[src/rtl/srm_pkg.sv]
// Shared constants and carrier types of the status reporting model
package srm_pkg;
  localparam int SRM_W = 16;
  localparam int SRM_MSB = 15;
  localparam int SRM_HW_W = 15;
  localparam int SRM_NREG = 3;
  localparam logic [15:0] SRM_DATA_MASK = 16'h7fff;
  localparam logic [15:0] SRM_PTR_RST = 16'h7fff;
  localparam logic [15:0] SRM_NTR_RST = 16'h0000;
  localparam logic [15:0] SRM_ENA_RST = 16'h0000;
  localparam int SRM_OPER_CAL_BIT = 0;
  localparam int SRM_STB_W = 8;
  localparam logic [7:0] SRM_SRE_RST = 8'h00;
  localparam int SRM_STB_ERRQ = 2;
  localparam int SRM_STB_QUES = 3;
  localparam int SRM_STB_MAV = 4;
  localparam int SRM_STB_ESB = 5;
  localparam int SRM_STB_RQS = 6;
  localparam int SRM_STB_OPER = 7;
  localparam logic [1:0] SRM_SEL_OPER = 2'h0;
  localparam logic [1:0] SRM_SEL_QUES = 2'h1;
  localparam logic [1:0] SRM_SEL_ESR = 2'h2;
  localparam logic [1:0] SRM_SEL_STB = 2'h3;
  localparam logic [2:0] SRM_PART_COND = 3'h0;
  localparam logic [2:0] SRM_PART_PTR = 3'h1;
  localparam logic [2:0] SRM_PART_NTR = 3'h2;
  localparam logic [2:0] SRM_PART_EVT = 3'h3;
  localparam logic [2:0] SRM_PART_ENA = 3'h4;
  typedef struct packed {
    logic rd;
    logic wr;
    logic [1:0] sel;
    logic [2:0] part;
    logic [15:0] wdata;
  } srm_req_type;
  typedef struct packed {
    logic valid;
    logic [15:0] data;
  } srm_rsp_type;
  typedef struct packed {
    logic [15:0] cond;
    logic [15:0] ptr;
    logic [15:0] ntr;
    logic [15:0] evt;
    logic [15:0] ena;
  } srm_parts_type;
endpackage

[src/rtl/srm_status_reg.sv]
// One five-part status register with edge filters and summary
`timescale 1ns/1ps
`default_nettype none
module srm_status_reg
  import srm_pkg::*;
(
  input wire logic clk_sys,
  input wire logic rst,
  input wire logic [15:0] cond_in,
  input wire logic wr_ptr,
  input wire logic wr_ntr,
  input wire logic wr_ena,
  input wire logic [15:0] wdata,
  input wire logic evt_clr,
  output var srm_parts_type parts,
  output logic summary
);
  logic [15:0] cond_reg, cond_next, ptr_reg, ptr_next, ntr_reg, ntr_next;
  logic [15:0] evt_reg, evt_next, ena_reg, ena_next;
  logic sum_reg, sum_next;
  logic [15:0] cond_m, rise_hit, fall_hit, hit_any;

  assign cond_m = cond_in & SRM_DATA_MASK;
  assign rise_hit = cond_m & ~cond_reg & ptr_reg;
  assign fall_hit = ~cond_m & cond_reg & ntr_reg;
  assign hit_any = rise_hit | fall_hit;

  always_comb
  begin
    cond_next = cond_m;
    ptr_next = wr_ptr ? (wdata & SRM_DATA_MASK) : ptr_reg;
    ntr_next = wr_ntr ? (wdata & SRM_DATA_MASK) : ntr_reg;
    ena_next = wr_ena ? (wdata & SRM_DATA_MASK) : ena_reg;
    // Set wins over the clearing read
    evt_next = (evt_clr ? 16'h0000 : evt_reg) | hit_any;
    sum_next = |(evt_next & ena_next);
  end

  always_ff @(posedge clk_sys)
  begin
    if (rst)
    begin
      cond_reg <= 16'h0000;
      ptr_reg <= SRM_PTR_RST;
      ntr_reg <= SRM_NTR_RST;
      evt_reg <= 16'h0000;
      ena_reg <= SRM_ENA_RST;
      sum_reg <= 1'b0;
    end
    else
    begin
      cond_reg <= cond_next;
      ptr_reg <= ptr_next;
      ntr_reg <= ntr_next;
      evt_reg <= evt_next;
      ena_reg <= ena_next;
      sum_reg <= sum_next;
    end
  end

  assign parts = '{cond: cond_reg, ptr: ptr_reg, ntr: ntr_reg, evt: evt_reg, ena: ena_reg};
  assign summary = sum_reg;
endmodule
`default_nettype wire

[src/rtl/srm_srq_gen.sv]
// Status byte, request mask and service request edge
`timescale 1ns/1ps
`default_nettype none
module srm_srq_gen
  import srm_pkg::*;
(
  input wire logic clk_sys,
  input wire logic rst,
  input wire logic [7:0] stb_in,
  input wire logic sre_wr,
  input wire logic [7:0] wdata,
  output logic [7:0] stb,
  output logic [7:0] sre,
  output logic srq
);
  localparam logic [7:0] RQS_MASK = 8'h01 << SRM_STB_RQS;
  logic [7:0] stb_reg, stb_next, sre_reg, sre_next, stb_m, rise_en;
  logic srq_reg, srq_next;

  assign stb_m = stb_in & ~RQS_MASK;
  assign rise_en = stb_m & ~stb_reg & sre_reg;

  always_comb
  begin
    sre_next = sre_wr ? (wdata & ~RQS_MASK) : sre_reg;
    stb_next = stb_m;
    stb_next[SRM_STB_RQS] = |(stb_m & sre_reg);
    srq_next = |rise_en;
  end

  always_ff @(posedge clk_sys)
  begin
    if (rst)
    begin
      stb_reg <= 8'h00;
      sre_reg <= SRM_SRE_RST;
      srq_reg <= 1'b0;
    end
    else
    begin
      stb_reg <= stb_next;
      sre_reg <= sre_next;
      srq_reg <= srq_next;
    end
  end

  assign stb = stb_reg;
  assign sre = sre_reg;
  assign srq = srq_reg;
endmodule
`default_nettype wire

[src/rtl/srm_top.sv]
// Status reporting model: three status registers, status byte, host port
`timescale 1ns/1ps
`default_nettype none
module srm_top
  import srm_pkg::*;
(
  input wire logic clk_sys,
  input wire logic rst,
  input wire logic [14:0] oper_pin,
  input wire logic [14:0] ques_pin,
  input wire logic [14:0] esr_pin,
  input wire logic err_queue_nonempty,
  input wire logic out_buf_nonempty,
  input var srm_req_type host_req,
  output var srm_rsp_type host_rsp,
  output logic srq,
  output logic [7:0] status_byte
);
  localparam int SYNC_W = 3 * SRM_HW_W;

  // Pins are asynchronous to clk_sys
  logic [SYNC_W-1:0] sync1_reg, sync1_next, sync2_reg, sync2_next;
  logic [15:0] cond_vec [SRM_NREG];
  srm_parts_type parts_vec [SRM_NREG];
  logic [SRM_NREG-1:0] sum_vec;
  logic [SRM_NREG-1:0] wr_ptr, wr_ntr, wr_ena, evt_clr;
  logic [7:0] stb_in, stb, sre;
  logic sre_wr;
  srm_rsp_type rsp_reg, rsp_next;
  logic [15:0] rd_mux;
  logic [15:0] wdata_m;
  logic [15:0] oper_cond;
  logic rqs_src;

  always_comb
  begin
    sync1_next = {esr_pin, ques_pin, oper_pin};
    sync2_next = sync1_reg;
  end

  always_ff @(posedge clk_sys)
  begin
    if (rst)
    begin
      sync1_reg <= '0;
      sync2_reg <= '0;
    end
    else
    begin
      sync1_reg <= sync1_next;
      sync2_reg <= sync2_next;
    end
  end

  // Operation pin 0 is the calibration status
  assign cond_vec[SRM_SEL_OPER] = {1'b0, sync2_reg[SRM_HW_W-1:0]};
  assign cond_vec[SRM_SEL_QUES] = {1'b0, sync2_reg[2*SRM_HW_W-1:SRM_HW_W]};
  assign cond_vec[SRM_SEL_ESR] = {1'b0, sync2_reg[3*SRM_HW_W-1:2*SRM_HW_W]};

  genvar gi;
  generate
    for (gi = 0; gi < SRM_NREG; gi++)
    begin : g_reg
      // Condition part has no write strobe at all
      assign wr_ptr[gi] = host_req.wr && (host_req.sel == 2'(gi))
        && (host_req.part == SRM_PART_PTR);
      assign wr_ntr[gi] = host_req.wr && (host_req.sel == 2'(gi))
        && (host_req.part == SRM_PART_NTR);
      assign wr_ena[gi] = host_req.wr && (host_req.sel == 2'(gi))
        && (host_req.part == SRM_PART_ENA);
      assign evt_clr[gi] = host_req.rd && (host_req.sel == 2'(gi))
        && (host_req.part == SRM_PART_EVT);
      srm_status_reg u_reg (
        .clk_sys(clk_sys),
        .rst(rst),
        .cond_in(cond_vec[gi]),
        .wr_ptr(wr_ptr[gi]),
        .wr_ntr(wr_ntr[gi]),
        .wr_ena(wr_ena[gi]),
        .wdata(host_req.wdata),
        .evt_clr(evt_clr[gi]),
        .parts(parts_vec[gi]),
        .summary(sum_vec[gi])
      );
    end
  endgenerate

  // Summaries climb into the status byte
  always_comb
  begin
    stb_in = 8'h00;
    stb_in[SRM_STB_ERRQ] = err_queue_nonempty;
    stb_in[SRM_STB_QUES] = sum_vec[SRM_SEL_QUES];
    stb_in[SRM_STB_MAV] = out_buf_nonempty;
    stb_in[SRM_STB_ESB] = sum_vec[SRM_SEL_ESR];
    stb_in[SRM_STB_OPER] = sum_vec[SRM_SEL_OPER];
  end

  assign sre_wr = host_req.wr && (host_req.sel == SRM_SEL_STB)
    && (host_req.part == SRM_PART_ENA);

  srm_srq_gen u_srq (
    .clk_sys(clk_sys),
    .rst(rst),
    .stb_in(stb_in),
    .sre_wr(sre_wr),
    .wdata(host_req.wdata[7:0]),
    .stb(stb),
    .sre(sre),
    .srq(srq)
  );

  // Read multiplexer; event reads see the value before the clear
  always_comb
  begin
    rd_mux = 16'h0000;
    if (host_req.sel == SRM_SEL_STB)
    begin
      case (host_req.part)
        SRM_PART_COND: rd_mux = {8'h00, stb};
        SRM_PART_ENA: rd_mux = {8'h00, sre};
        default: rd_mux = 16'h0000;
      endcase
    end
    else
    begin
      case (host_req.part)
        SRM_PART_COND: rd_mux = parts_vec[host_req.sel].cond;
        SRM_PART_PTR: rd_mux = parts_vec[host_req.sel].ptr;
        SRM_PART_NTR: rd_mux = parts_vec[host_req.sel].ntr;
        SRM_PART_EVT: rd_mux = parts_vec[host_req.sel].evt;
        SRM_PART_ENA: rd_mux = parts_vec[host_req.sel].ena;
        default: rd_mux = 16'h0000;
      endcase
    end
  end

  always_comb
  begin
    rsp_next.valid = host_req.rd;
    rsp_next.data = host_req.rd ? (rd_mux & SRM_DATA_MASK) : rsp_reg.data;
  end

  always_ff @(posedge clk_sys)
  begin
    if (rst)
    begin
      rsp_reg <= '0;
    end
    else
    begin
      rsp_reg <= rsp_next;
    end
  end

  assign host_rsp = rsp_reg;
  assign status_byte = stb;

  // Helpers watched only by the checks below
  assign wdata_m = host_req.wdata & SRM_DATA_MASK;
  assign oper_cond = parts_vec[SRM_SEL_OPER].cond;
  assign rqs_src = |(stb_in & sre);
endmodule
`default_nettype wire

[config.mk]
export PLATFORM = sky130hd
export DESIGN_NAME = srm_top
export DESIGN_NICKNAME = d
export VERILOG_FILES = /design/src/rtl/srm_pkg.sv /design/src/rtl/srm_status_reg.sv /design/src/rtl/srm_srq_gen.sv /design/src/rtl/srm_top.sv
export SDC_FILE = /design/constraint.sdc
export NUM_CORES = 1
export LEC_CHECK = 0
export ABC_AREA = 1
export BUFFER_PORTS_ARGS = -buffer_cell sky130_fd_sc_hd__buf_2
export CORE_ASPECT_RATIO = 1.25
export CORE_MARGIN = 2
export CORE_UTILIZATION = 50
export DETAILED_ROUTE_END_ITERATION = 8
export MAX_ROUTING_LAYER = met4
export PLACE_DENSITY = 0.73
export SLEW_MARGIN = 20
export SYNTH_ARGS = -nofsm -noshare
export SYNTH_HDL_FRONTEND = slang
export SYNTH_SLANG_ARGS = --single-unit
[constraint.sdc]
create_clock -name clk_sys -period 2.25 [get_ports clk_sys]
set_input_delay 0.45 -clock clk_sys [delete_from_list [all_inputs] [get_ports clk_sys]]
set_output_delay 0.45 -clock clk_sys [all_outputs]
set_load 0.1 [all_outputs]
=== Word level (Yosys, flattened, before mapping) ===
Cells that the tools add are included.

* Output and inout port bits: 26
* Register bits after elaboration: 359

* Reductions and logical operators: 27
* Equal/unequal tests: 7
* Magnitude comparators: 1
* Multiplexer cells: 12
* Bitwise gates (word level): 32

{| class="wikitable"
|+ Operators by type and width
! kind !! count
|-
| binary-select mux 80 bit (select 2 bit) || 1
|-
| two-way mux 79 bit || 2
|-
| AND 16 x 15 -> 16 bit || 6
|-
| AND 16 bit || 6
|-
| two-way mux 16 bit || 6
|-
| bitwise OR 16 bit || 6
|-
| case mux 15 bit (5 select lines) || 1
|-
| AND 15 x 16 -> 16 bit || 3
|-
| NOT 15 -> 16 bit || 3
|-
| NOT 16 bit || 3
|-
| OR reduction 16 bit || 3
|-
| AND 8 bit || 3
|-
| logical AND 1 bit || 20
|-
| case mux 8 bit (2 select lines) || 1
|-
| OR reduction 8 bit || 2
|-
| two-way mux 15 bit || 1
|-
| NOT 8 bit || 1
|-
| == test 3 x 2 -> 1 bit, second input constant || 2
|-
| == test 2 bit, second input constant || 2
|-
| == test 3 x 1 -> 1 bit, second input constant || 1
|-
| == test 3 bit, second input constant || 1
|-
| >= comparator 3 bit, second input constant || 1
|-
| zero test 3 bit || 1
|-
| NOT 2 -> 3 bit || 1
|-
| other kinds (2) || 2
|}

=== Depth between registers and ports, before layout ===
* Depth in word-level cells: 7
* Gate-level depth with buffers: 13
* Depth with buffers taken out: 12

=== Modules after synthesis ===
From an unflattened synthesis, not the netlist that was laid out.

* Cell total of the unflattened synthesis: 2,226
* Area total of the unflattened synthesis: 15,250.9 um^2

{| class="wikitable"
|+ By module, submodules not included
! module !! cells each !! area an instance (um^2) !! sequential area each (um^2) !! times used
|-
| srm_status_reg || 418 || 3,057.9 || 1,561.5 || 3
|-
| srm_top || 884 || 5,417.7 || 2,122.0 || 1
|-
| srm_srq_gen || 88 || 659.4 || 320.3 || 1
|}

=== Worst setup path before layout ===
OpenSTA, ideal clock, no wires.

* Path kind: input-to-reg
* Start point: input host_req[22] (netlist bit)
* End point: register g_reg[0].u_reg.sum_reg
* Path buffers: 2
* Data arrival time: 1,579 ps
* Required time: 2,122 ps
* Library setup time: 128 ps
* Stages: 13
* Slack: 543 ps
* Cell sequence: buf_2 inv_1 nor2_1 nand2_2 buf_2 nand2_1 nand2_1 nand2_1 nand2_1 nor2_1 nand2_1 nor2_1 nor2_1

* Cells in the longest elaborated chain, start to end: 6

{| class="wikitable"
|+ RTL lines
! element !! line !! text
|-
| start: declaration || srm_top.sv:14 || <nowiki>input var srm_req_type host_req,</nowiki>
|-
| logical AND 1 bit || srm_top.sv:71 || <nowiki>assign evt_clr[gi] = host_req.rd && (host_req.sel == 2'(gi))</nowiki>
|-
| logical AND 1 bit || srm_top.sv:72 || <nowiki>&& (host_req.part == SRM_PART_EVT);</nowiki>
|-
| two-way mux 16 bit || srm_status_reg.sv:35 || <nowiki>evt_next = (evt_clr ? 16'h0000 : evt_reg) | hit_any;</nowiki>
|-
| bitwise OR 16 bit || srm_status_reg.sv:35 ||
|-
| AND 16 bit || srm_status_reg.sv:36 || <nowiki>sum_next = |(evt_next & ena_next);</nowiki>
|-
| OR reduction 16 bit || srm_status_reg.sv:36 ||
|-
| end signal: assignment || srm_status_reg.sv:57 || <nowiki>sum_reg <= sum_next;</nowiki>
|-
| end: declaration || srm_status_reg.sv:20 || <nowiki>logic sum_reg, sum_next;</nowiki>
|}

No other way between the ends.
A chain may end at the register's enable or synchronous reset.

=== Worst setup path in the final report ===
* Start point: register u_srq.stb_reg[7] (netlist: u_srq.stb[7])
* End point: output status_byte[7]

{| class="wikitable"
|+ RTL lines
! element !! line !! text
|-
| start: declaration || srm_srq_gen.sv:17 || <nowiki>logic [7:0] stb_reg, stb_next, sre_reg, sre_next, stb_m, rise_en;</nowiki>
|-
| start signal: assignment || srm_srq_gen.sv:41 || <nowiki>stb_reg <= stb_next;</nowiki>
|-
| end: declaration || srm_top.sv:17 || <nowiki>output logic [7:0] status_byte</nowiki>
|}

No word-level cell between the ends.

==> results_dict.tcl <==
set metrics [dict create \
    synth.distinct_cells 30 \
    cts_resized 0 \
    grt_max_degree 79 \
    grt_pass1_vias 13100 \
    vdd_drop_max_uv 436 \
    wl_um 46100 \
    finalPower_mw 13.3 \
    r2r_slack_ns 0.75 \
    insertion_delay_ns 0.53 \
    synth-edff-count 0 \
    grt_first_pass_wirelength_um 70800 \
    rows 70 \
    powerDensity_nw_per_um2 784 \
    hold_buffers 0 \
    finalNetCount 2308 \
    postSynthAreaPerCell_um2 6.81 \
    cts_tree "done" \
    root_buffer "clkbuf_16" \
    finalHoldViolCount 0 \
    critical_path.max_stage_delay_ns 0.45 \
    reg2reg_to "g_reg[2].u_reg.summary$_SDFF_PP0_" \
    cp_max_fo 3 \
    die_area_um2 30700 \
    cp_num_buf_inv 1 \
    grt_remaining_overflow 0 \
    critPathRequiredTime_ns 1.80 \
    fp.dieW_um 157 \
    critPathLaunchType "flip-flop" \
    drc 0 \
    dp_slack_ns 0.0788 \
    via_count 14000 \
    hp-start "ques_pin[6]" \
    final_util_pct 58.4 \
    cap_violations 0 \
    initial_core_util_pct 50.4 \
    path_clk_slew_ns 0.06 \
    hold_path_end "sync1_reg[21]$_SDFF_PP0_" \
    cp_slowest_cell "buf_2" \
    worst_slack_ns 0.449 \
    clk_path_buf_depth 3 \
    ys_async_sr_fraction_pct 0 \
    cts_buffers 35 \
    rsz0062_at_grt "false" \
    cp_cell_sequence "buf_2" \
    final.min_clock_period_ns 1.80 \
    cts_sinks 354 \
    tightestPinTransition_ns 0.991 \
    yosys_most_used_dff "dfxtp_1" \
    fmax_mhz 555 \
    die_h_um 195 \
    drtPass1Iterations 6 \
    syn-cell-area_um2 14600 \
    fin_crit_sh_pct 80.1 \
    cts.htree.levels 2 \
    antenna_found_initial 3 \
    r2r-start "sync2_reg[44]$_SDFF_PP0_" \
    area_growth_pct 16.0 \
    critPathKind "flip-flop to primary output" \
    yosys_warnings 0 \
    grt.total_usage_pct 31.0 \
    r2r_cells 10 \
    status "finished, final reports clean" \
    drive_gt1_share_pct 10.8 \
    drtAntennaViolNets 0 \
    design.core.area_um2 29100 \
    ys_seq_area_share_pct 48.4 \
    synth-seq-cells 354 \
    fin_setup_tns_ns 0 \
    critPathArrivalTime_ns 1.35 \
    via_per_inst 5.28 \
    drv_slew 0 \
    worstHoldPathType "primary input to flip-flop" \
    netlist_top_cells_count "nand2_1 (737), dfxtp_1 (354), nor2_1 (304)" \
    yosys.area.top_type "dfxtp_1" \
    relSlewSlack_pct 33.9 \
    min_path_cells 3 \
    drtIter0Drc 1497 \
    gp_congestion 0.914 \
    fin_worst_skew_ns 0.0156 \
    port_buffers 93 \
    yosys-top-cells-area "dfxtp_1 (48%), nand2_1 (19%), nor2_1 (7.8%), nand3_1 (5.8%), inv_1 (4.8%)" \
    syn_inst 2149 \
    end_kind "primary output" \
    p_leak_nw 7.99 \
    path_delay_family "buffers and inverters" \
    postCtsSetupBuffers 0 \
    yosys.area.top_type_share_pct 48.4 \
    hpwl_um 31100 \
    io_pins 98 \
    synth.most_common_cell "nand2_1" \
    setup_violations 0 \
    wire_per_inst_um 17.3 \
]
through the flow:
step	instances	cell area (um^2)	hold WS, ns
2_1_floorplan	2151	14700	0.388
3_3_place_gp	2595	15900	0.393
3_5_place_dp	2595	15900	0.392
4_1_cts	2658	17000	0.115
5_1_grt	2661	17000	0.132
6_report	2661	17000	0.130
routing by layer:
metal / GRT usage (%) / up-vias / routed length (um)
met5: - / - / 0
met4: 17.4 / 0 / 2810
met3: 4.24 / 176 / 4080
met2: 48.6 / 661 / 21200
met1: 38.4 / 6364 / 18100
li1: - / 6841 / -
placed cells by master (no fill, tap or decap), drive strengths merged:
master,instances
conb,3
clkbuf,51
a211oi,1
inv,196
nand3,171
nor2,313
diode,3
clkinvlp,3
dfxtp,354
buf,158
nor3,3
o22ai,2
and3,1
o221ai,3
a21oi,106
clkinv,10
a31oi,2
o21a,40
o21ai,91
nand2,745
nand4,3
o211ai,6
worst max path at each step:
stage	endpoint	slack [ns]	startpoint	cells after the start
6_report	status_byte[7]	0.45	u_srq.stb[7]$_SDFF_PP0_	1
5_1_grt	status_byte[2]	0.42	u_srq.stb[2]$_SDFF_PP0_	1
4_1_cts	status_byte[7]	0.44	u_srq.stb[7]$_SDFF_PP0_	1
3_5_place_dp	g_reg[0].u_reg.summary$_SDFF_PP0_	0.08	host_req[16]	12
3_3_place_gp	g_reg[1].u_reg.summary$_SDFF_PP0_	0.09	host_req[16]	13
2_1_floorplan	g_reg[0].u_reg.summary$_SDFF_PP0_	0.54	host_req[22]	13
area by class of cell:
type	instances	area (um^2)
repair buffers	159	1180
inverters	196	741
clock inverters	13	80.1
flip-flops and latches	354	7090
well taps	396	495
multi-input cells	1490	6360
fillers	2752	12100
diodes	3	7.51
clock buffers	50	1030
logic make-up after synthesis:
group           after synthesis  share of synthesized area [%]
buf+inv                     307                           8.30
simple gates               1236                           33.8
flops                       354                           48.4
compound gates              251                           9.49
other cells                   1                         0.0256
power by group:
group / internal (mW) / switching, mW / total, mW
clock: 3.22 / 2.48 / 5.71
combinational: 0.318 / 0.744 / 1.06
sequential: 6.45 / 0.104 / 6.56
(Power assumes the default switching activity.)
